### src/inc/adapter_map.svh
// constants for the byte-to-word bus adapter
// Notes on behaviour
// start only after memory acknowledge goes inactive
// no sequence while controller direction is write
// master strobes become byte-wide read strobes
// processor strobes drive controller slave strobes
// master read drives byte select and read
// hold stalls controller during both byte halves
// controller strobe and direction stable whole cycle
// grant, request, select, command steer sequencer
// hold equals one state bit, four states
// one latch clock strobe, enables always active
// controller receive enable sets transceiver direction
// port enable, transceiver direction: dedicated outputs
// first write latches, second strobes full word
// no controller strobe on latch-only write
// peripheral select: reads, unlatched write only; the adapter has no peripheral select output
// adapter select on every slave byte access
// byte select driven only as master
// processor writes latched byte first
// reset gives idle, strobes inactive, hold off
`ifndef ADAPTER_MAP_SVH
`define ADAPTER_MAP_SVH
`define BYTE_W 8
`define WORD_W 16
`define FIFO_DEPTH 8
`define HOLD_BIT 2
`define LATCHED_A0 1'b1
`define STROBE_IDLE 1'b1
`define DIR_READ 1'b1
`endif

### src/inc/adapter_pkg.sv
// types for the byte-to-word bus adapter
package adapter_pkg;
  typedef enum logic [2:0] {
    ST_IDLE = 3'b000,
    ST_SL_LATCH = 3'b001,
    ST_SL_STROBE = 3'b010,
    ST_M_DONE = 3'b011,
    ST_M_LO_ISSUE = 3'b100,
    ST_M_LO_WAIT = 3'b101,
    ST_M_HI_ISSUE = 3'b110,
    ST_M_HI_WAIT = 3'b111
  } state_t;
endpackage

### src/core/byte_to_word_bus_adapter.sv
// control logic joining a 16-bit controller to an 8-bit processor bus
`timescale 1ns/1ps
`default_nettype none
`include "adapter_map.svh"
module byte_to_word_bus_adapter
  import adapter_pkg::*;
#(
  parameter int unsigned FIFO_DEPTH = `FIFO_DEPTH
) (
  input wire logic clock,
  input wire logic resetn,
  input wire logic address_strobe_n,
  input wire logic data_strobe_n_in,
  output logic data_strobe_n_out,
  output logic data_strobe_oe_n,
  input wire logic rw_in,
  output logic rw_out,
  output logic rw_oe_n,
  input wire logic bus_request_n,
  input wire logic grant_chain_in_n,
  input wire logic grant_chain_out_n,
  input wire logic command_data,
  input wire logic memory_ack,
  input wire logic chip_select_n,
  input wire logic cpu_rd_n,
  input wire logic cpu_wr_n,
  input wire logic sys_a0,
  input wire logic [`BYTE_W-1:0] sys_data_in,
  output logic [`BYTE_W-1:0] sys_data_out,
  output logic sys_data_oe_n,
  output logic sys_rd_n,
  output logic byte_select_lsb,
  output logic byte_select_oe_n,
  output logic ctrl_hold,
  input wire logic [`WORD_W-1:0] ctrl_data_in,
  output logic [`WORD_W-1:0] ctrl_data_out,
  output logic ctrl_data_oe_n,
  input wire logic receive_buffer_enable_n,
  output logic xcvr_to_ctrl,
  output logic port_output_enable_n,
  output logic latch_clock,
  output logic [`WORD_W-1:0] word_data,
  output logic word_valid,
  input wire logic word_ready
);
  state_t state_q;
  state_t state_d;
  logic master;
  logic slave_sel;
  logic start_master;
  logic slave_latch_go;
  logic slave_strobe_go;
  logic [`BYTE_W-1:0] latch_q;
  logic fifo_in_ready;
  logic fifo_out_valid;
  logic fifo_out_ready;
  logic [`WORD_W-1:0] fifo_out_data;
  logic push;

  // controller owns the bus once granted and not passing the grant on
  assign master = ~bus_request_n & ~grant_chain_in_n & grant_chain_out_n;
  assign slave_sel = ~chip_select_n & ~master;
  // a direction of write while master is only an address latch update
  assign start_master = master & ~address_strobe_n & ~data_strobe_n_in
                        & (rw_in == `DIR_READ) & ~memory_ack & fifo_in_ready;
  // command accesses are byte wide and strobe at once
  assign slave_latch_go = slave_sel & ~cpu_wr_n & ~command_data
                          & (sys_a0 == `LATCHED_A0) & ~memory_ack;
  assign slave_strobe_go = slave_sel & (~cpu_wr_n | ~cpu_rd_n) & ~memory_ack;
  assign push = (state_q == ST_M_HI_WAIT) & memory_ack;

  always_comb begin
    state_d = state_q;
    case (state_q)
      ST_IDLE: begin
        if (start_master) begin
          state_d = ST_M_LO_ISSUE;
        end else if (slave_latch_go) begin
          state_d = ST_SL_LATCH;
        end else if (slave_strobe_go) begin
          state_d = ST_SL_STROBE;
        end
      end
      ST_SL_LATCH: begin
        if (cpu_wr_n | chip_select_n) begin
          state_d = ST_IDLE;
        end
      end
      ST_SL_STROBE: begin
        if ((cpu_wr_n & cpu_rd_n) | chip_select_n) begin
          state_d = ST_IDLE;
        end
      end
      ST_M_LO_ISSUE: begin
        state_d = ST_M_LO_WAIT;
      end
      ST_M_LO_WAIT: begin
        if (memory_ack) begin
          state_d = ST_M_HI_ISSUE;
        end
      end
      ST_M_HI_ISSUE: begin
        // let the first acknowledge drop before the second read
        if (!memory_ack) begin
          state_d = ST_M_HI_WAIT;
        end
      end
      ST_M_HI_WAIT: begin
        if (memory_ack) begin
          state_d = ST_M_DONE;
        end
      end
      ST_M_DONE: begin
        if (data_strobe_n_in | address_strobe_n) begin
          state_d = ST_IDLE;
        end
      end
      default: begin
        state_d = ST_IDLE;
      end
    endcase
  end

  always_ff @(posedge clock or negedge resetn) begin
    if (!resetn) begin
      state_q <= ST_IDLE;
    end else begin
      state_q <= state_d;
    end
  end

  // hold is the top state bit: the four master states before ST_M_DONE stall the controller
  assign ctrl_hold = state_q[`HOLD_BIT];

  // system side read strobe and byte select while master
  always_ff @(posedge clock or negedge resetn) begin
    if (!resetn) begin
      sys_rd_n <= `STROBE_IDLE;
      byte_select_lsb <= 1'b0;
      byte_select_oe_n <= 1'b1;
    end else begin
      sys_rd_n <= ~((state_d == ST_M_LO_ISSUE) | (state_d == ST_M_LO_WAIT)
                    | (state_d == ST_M_HI_WAIT));
      byte_select_lsb <= (state_d == ST_M_HI_ISSUE) | (state_d == ST_M_HI_WAIT);
      byte_select_oe_n <= ~master;
    end
  end

  // controller data strobe and direction while slave
  always_ff @(posedge clock or negedge resetn) begin
    if (!resetn) begin
      data_strobe_n_out <= `STROBE_IDLE;
      data_strobe_oe_n <= 1'b1;
      rw_out <= `DIR_READ;
      rw_oe_n <= 1'b1;
    end else begin
      // driven whenever not master, inactive outside ST_SL_STROBE, so no floating glitches
      data_strobe_oe_n <= master;
      rw_oe_n <= master;
      // only the strobing state pulses; the latch-only write stays quiet
      data_strobe_n_out <= ~(state_d == ST_SL_STROBE);
      if (state_q == ST_IDLE && state_d == ST_SL_STROBE) begin
        rw_out <= cpu_wr_n;
      end
    end
  end

  // byte latch and its single clock strobe
  always_ff @(posedge clock or negedge resetn) begin
    if (!resetn) begin
      latch_q <= '0;
      latch_clock <= 1'b0;
    end else begin
      latch_clock <= 1'b0;
      if ((state_q == ST_IDLE && state_d == ST_SL_LATCH)
          || (state_q == ST_M_LO_WAIT && memory_ack)) begin
        latch_q <= sys_data_in;
        latch_clock <= 1'b1;
      end
    end
  end

  // word presented to the controller on the strobing access
  always_ff @(posedge clock or negedge resetn) begin
    if (!resetn) begin
      ctrl_data_out <= '0;
      ctrl_data_oe_n <= 1'b1;
    end else begin
      if (state_q == ST_IDLE && state_d == ST_SL_STROBE) begin
        if (command_data) begin
          ctrl_data_out <= {{`BYTE_W{1'b0}}, sys_data_in};
        end else begin
          ctrl_data_out <= {latch_q, sys_data_in};
        end
      end
      ctrl_data_oe_n <= ~((state_d == ST_SL_STROBE) & ~cpu_wr_n);
    end
  end

  // slave read data back onto the narrow bus, byte chosen by system a0
  always_ff @(posedge clock or negedge resetn) begin
    if (!resetn) begin
      sys_data_out <= '0;
      sys_data_oe_n <= 1'b1;
      port_output_enable_n <= 1'b1;
      xcvr_to_ctrl <= 1'b0;
    end else begin
      sys_data_out <= sys_a0 ? ctrl_data_in[`WORD_W-1:`BYTE_W]
                             : ctrl_data_in[`BYTE_W-1:0];
      sys_data_oe_n <= ~((state_d == ST_SL_STROBE) & ~cpu_rd_n);
      port_output_enable_n <= ~((state_d == ST_SL_STROBE) & ~cpu_rd_n
                                & (sys_a0 == `LATCHED_A0));
      xcvr_to_ctrl <= ~receive_buffer_enable_n;
    end
  end

  // assembled master-read words queue toward the controller
  word_fifo #(
    .WIDTH(`WORD_W),
    .DEPTH(FIFO_DEPTH)
  ) u_fifo (
    .clock(clock),
    .resetn(resetn),
    .in_valid(push),
    .in_ready(fifo_in_ready),
    .in_data({sys_data_in, latch_q}),
    .out_valid(fifo_out_valid),
    .out_ready(fifo_out_ready),
    .out_data(fifo_out_data)
  );

  assign fifo_out_ready = ~word_valid | word_ready;

  always_ff @(posedge clock or negedge resetn) begin
    if (!resetn) begin
      word_valid <= 1'b0;
      word_data <= '0;
    end else if (fifo_out_ready) begin
      word_valid <= fifo_out_valid;
      if (fifo_out_valid) begin
        word_data <= fifo_out_data;
      end
    end
  end
endmodule
`default_nettype wire

### src/core/word_fifo.sv
// small synchronous fifo with valid/ready on both sides
`timescale 1ns/1ps
`default_nettype none
module word_fifo #(
  parameter int unsigned WIDTH = 16,
  parameter int unsigned DEPTH = 8
) (
  input wire logic clock,
  input wire logic resetn,
  input wire logic in_valid,
  output logic in_ready,
  input wire logic [WIDTH-1:0] in_data,
  output logic out_valid,
  input wire logic out_ready,
  output logic [WIDTH-1:0] out_data
);
  localparam int unsigned AW = (DEPTH > 1) ? $clog2(DEPTH) : 1;
  logic [WIDTH-1:0] mem_q [DEPTH];
  logic [AW-1:0] wr_q;
  logic [AW-1:0] rd_q;
  logic [AW:0] count_q;
  logic push;
  logic pop;

  assign in_ready = (count_q != (AW+1)'(DEPTH));
  assign out_valid = (count_q != '0);
  assign out_data = mem_q[rd_q];
  assign push = in_valid & in_ready;
  assign pop = out_valid & out_ready;

  function automatic logic [AW-1:0] bump(input logic [AW-1:0] p);
    bump = (p == AW'(DEPTH - 1)) ? '0 : AW'(p + 1'b1);
  endfunction

  always_ff @(posedge clock) begin
    if (push) begin
      mem_q[wr_q] <= in_data;
    end
  end

  always_ff @(posedge clock or negedge resetn) begin
    if (!resetn) begin
      wr_q <= '0;
      rd_q <= '0;
      count_q <= '0;
    end else begin
      if (push) begin
        wr_q <= bump(wr_q);
      end
      if (pop) begin
        rd_q <= bump(rd_q);
      end
      if (push && !pop) begin
        count_q <= count_q + 1'b1;
      end else if (pop && !push) begin
        count_q <= count_q - 1'b1;
      end
    end
  end
endmodule
`default_nettype wire

### config.mk
export PLATFORM = sky130hd
export DESIGN_NAME = byte_to_word_bus_adapter
export DESIGN_NICKNAME = d
export VERILOG_FILES = /design/src/inc/adapter_pkg.sv /design/src/core/byte_to_word_bus_adapter.sv /design/src/core/word_fifo.sv
export VERILOG_INCLUDE_DIRS = /design/src /design/src/inc
export SDC_FILE = /design/constraint.sdc
export NUM_CORES = 1
export LEC_CHECK = 0
export ABC_AREA = 0
export BUFFER_PORTS_ARGS = -buffer_cell sky130_fd_sc_hd__buf_2
export CAP_MARGIN = 20
export CORE_ASPECT_RATIO = 1.2
export CORE_UTILIZATION = 40
export CTS_CLUSTER_SIZE = 40
export DETAILED_ROUTE_END_ITERATION = 7
export HOLD_SLACK_MARGIN = 0.06
export SETUP_SLACK_MARGIN = 0.05
export SYNTH_ARGS = -nofsm -noshare
export SYNTH_HDL_FRONTEND = slang
export SYNTH_SLANG_ARGS = --single-unit
### constraint.sdc
create_clock -name clock -period 3.6 [get_ports clock]
set_input_delay 0.18 -clock clock [delete_from_list [all_inputs] [get_ports clock]]
set_output_delay 0.18 -clock clock [all_outputs]
set_load 0.01 [all_outputs]
==> impl_metrics.yaml <==
run_status:
  status: "finished clean"
timing:
  max_slew_margin_pct: 38.18
  setup_viol: 0
  holdWs_ns: 0.1475
  period_needed_ns: 2.888
  finalSetupTns_ns: 0
  setup_slack_ns: 0.7117
  skew_ns: 0.01346
  max_freq_mhz: 346.2
  fin_crit_sh_pct: 80.23
  rsz0062_at_grt: "no"
  hold_violations: 0
  maxSlewViolCount: 0
  worst_slew_pin_slew_ns: 0.9252
global_routing:
  grt-ovfl-total: 0
  antenna_found_initial: 0
  grt_pass1_vias: 4580
  grt_max_degree: 74
  grt_first_pass_wirelength_um: 24810
  grt_usage_pct: 16.25
worst_setup_path:
  crit_required_ns: 4.01
  slowest_stage: "a21oi_4"
  worstSetupPathType: "register to register"
  r2r-start: "u_fifo.count_q[0]$_DFFE_PN0P_"
  cp_cell_sequence: "nor4_1, a21oi_4, inv_1, ha_1, inv_1, ha_1, a21o_1, a21oi_1, mux2i_1, xnor2_1"
  cp-end-kind: "register"
  crit_fanout: 37
  max_stage_delay_ns: 0.72
  rrSetupSlack_ns: 0.71
  r2r_cells: 10
  rr_endpoint: "u_fifo.count_q[3]$_DFFE_PN0P_"
  cp.arrival_ns: 3.30
  startpoint_type: "register"
route:
  via_per_inst: 5.046
  routed_wl_um: 15750
  vias: 4319
  dr.pass1.iters: 4
  post_drt_wl_per_cell_um: 18.40
  final_antenna_net_count: 0
  drc: 0
  drt_iter0_drc: 237
cts:
  clk_latency_ns: 0.49
  cts_tree: "done"
  htree_num_levels: 1
  clk_path_buf_depth: 3
  cts.sinks: 201
  clkSlewWorstSetupHoldPaths_ns: 0.06
  ctsResizeCount: 0
  root_buffer: "clkbuf_16"
  cts_buffers: 21
logic_synthesis:
  seq_area_frac_synth_pct: 71.69
  synth_warnings: 0
  ys_seq_elements: 201
  ys_async_sr_fraction_pct: 36.32
  yosysMostFrequentCell: "edfxtp_1"
  synth_common_cells: "edfxtp_1 (128), dfrtp_1 (65), mux4_2 (32)"
  synth_top_area_share_pct: 48.51
  syn_area_mm2: 0.007924
  synthCells: 443
  syn_area_per_cell_um2: 17.89
  synth_ff_type: "edfxtp_1"
  syn-num-nets: 491
  synth_area_leaders: "edfxtp_1 (49%), dfrtp_1 (21%), mux4_2 (9.1%)"
  yosys.area.top_type: "edfxtp_1"
  ys_types: 47
  synth_enable_flop_cells: 128
placed_design:
  dp_hpwl_um: 9314
  portBuffers: 93
  place_ws_ns: 0.6902
  place_congestion: 0.7679
die:
  initial_core_util_pct: 40.68
  rows: 56
  ioPinCount: 94
  coreArea_mm2: 0.01948
  die_width_um: 130.5
  dieArea_mm2: 0.02038
  die_y_um: 156.2
final_layout:
  num-fill-cells: 1699
  final_layout_size_suffix_gt1_share_pct: 37.14
  final_util_pct: 49.99
  antennaDiodeCount: 0
  syn2layout_area_growth_pct: 22.88
  final_nets: 629
power_and_ir_drop:
  power_leakage_nw: 3.707
  peakVddDrop_uv: 351.6
  powerDensity_mw_per_mm2: 745.5
worst_hold_path:
  hp-class: "primary input to async pin"
run:
  max_cap_violations: 0
## where the power goes
part / leakage (nW) / total [mW] / switching, mW / internal [mW]
Combinational: 1.38 / 1.81 / 0.856 / 0.953
Clock: 0.313 / 2.09 / 0.878 / 1.21
Sequential: 2.02 / 3.36 / 0.443 / 2.92
Total: 3.71 / 7.26 / 2.18 / 5.08
## worst max-delay path by stage
stage                             startpoint                       endpoint  cells past startpoint
6_report       u_fifo.count_q[0]$_DFFE_PN0P_  u_fifo.count_q[3]$_DFFE_PN0P_                     10
4_1_cts        u_fifo.count_q[0]$_DFFE_PN0P_  u_fifo.count_q[3]$_DFFE_PN0P_                     10
3_5_place_dp   u_fifo.count_q[0]$_DFFE_PN0P_  u_fifo.count_q[3]$_DFFE_PN0P_                     10
3_3_place_gp   u_fifo.count_q[0]$_DFFE_PN0P_  u_fifo.count_q[3]$_DFFE_PN0P_                     10
5_1_grt        u_fifo.count_q[0]$_DFFE_PN0P_  u_fifo.count_q[3]$_DFFE_PN0P_                     10
2_1_floorplan           state_q[1]$_DFF_PN0_   u_fifo.mem_q[1][0]$_DFFE_PP_                      5
## layout by cell type, fill, tap and decap left out, types with 2 or more instances in the layout
| cell | n |
|---|---|
| edfxtp_1 | 128 |
| buf_2 | 92 |
| dfrtp_1 | 63 |
| dlygate4sd3_1 | 33 |
| mux4_2 | 32 |
| nor2_1 | 30 |
| mux2_2 | 22 |
| clkbuf_16 | 22 |
| a21oi_1 | 20 |
| inv_1 | 18 |
| mux2i_1 | 17 |
| o21ai_0 | 11 |
| buf_4 | 11 |
| mux2_4 | 8 |
| o41ai_1 | 8 |
| dfstp_2 | 8 |
| ha_1 | 7 |
| clkinvlp_4 | 6 |
| nand2_1 | 5 |
| a21o_1 | 4 |
| or3_1 | 3 |
| xnor2_1 | 3 |
| clkinv_2 | 3 |
| nor3_1 | 2 |
| nand3_1 | 2 |
| nand4_1 | 2 |
| nand2b_1 | 2 |
| nor3_2 | 2 |
| clkinv_1 | 2 |
| dfrtp_2 | 2 |
## worst max-delay path: cells and delay by family, from the launching register on
kind                     cells  cell delay (ns)
AND/OR/NAND/NOR              1             0.14
AO/OA/AOI/OAI                3             1.06
buffers and inverters        2             0.24
multiplexers                 1             0.27
adder cells (fa/ha/maj)      2             0.49
XOR/XNOR                     1             0.14
flip-flops                   1             0.47
## final cells by class
type                       instances  area, um^2  share of cell area, %
tap                              261       326.6                  3.354
multi-input combinational        202        2085                  21.41
inverter                          18       67.56                 0.6939
timing repair buffer             137       900.9                  9.252
sequential                       201        5683                  58.37
clock inverter                    13       106.4                  1.092
clock buffer                      24       568.0                  5.834
## cells by family (layout without fill, tap and decap cells)
| kind of cell | count (synthesis) | after routing | synth area share, % |
|---|---|---|---|
| mux | 80 | 80 | 16.03 |
| buf+inv | 40 | 192 | 2.274 |
| simple gates | 61 | 61 | 4.342 |
| xor+xnor | 3 | 3 | 0.3317 |
| fa+ha+maj | 8 | 8 | 1.358 |
| flops | 201 | 201 | 71.69 |
| compound gates | 50 | 50 | 3.979 |
## per-stage QoR
stage	power, mW	instance area, um^2	cells
floorplan	4.590	7924	443
global placement	5.165	8705	785
detailed placement	5.219	8705	785
CTS	7.354	9709	855
global route	7.661	9737	856
finish	7.259	9737	856
## registers in the layout (all words and copies together) (netlist names)
| register | flops |
|---|---|
| u_fifo.mem_q | 128 |
| ctrl_data_out | 16 |
| word_data | 16 |
| latch_q | 8 |
| sys_data_out | 8 |
| u_fifo.count_q | 4 |
| state_q | 3 |
| u_fifo.rd_q | 3 |
| u_fifo.wr_q | 3 |
| byte_select_lsb | 1 |
| byte_select_oe_n | 1 |
| ctrl_data_oe_n | 1 |
| data_strobe_n_out | 1 |
| latch_clock | 1 |
| port_output_enable_n | 1 |
| rw_oe_n | 1 |
| rw_out | 1 |
| sys_data_oe_n | 1 |
| sys_rd_n | 1 |
| word_valid | 1 |
| xcvr_to_ctrl | 1 |
## routing by layer
layer | vias to the layer above | share of wire, % | global-route usage (%)
met2 | 122 | 51 | 28.12
li1 | 1985 | - | -
met4 | 0 | 1.5 | 4.488
met5 | - | 0 | 0
met3 | 19 | 4.4 | 2.949
met1 | 2193 | 43 | 20.79
## repair_timing
item | in CTS | in global routing
hold buffers | 33 | 0
hold endpoints to repair | 154 | 0
buffers inserted | 0 | 0
Power figures use the tool's default switching activity.
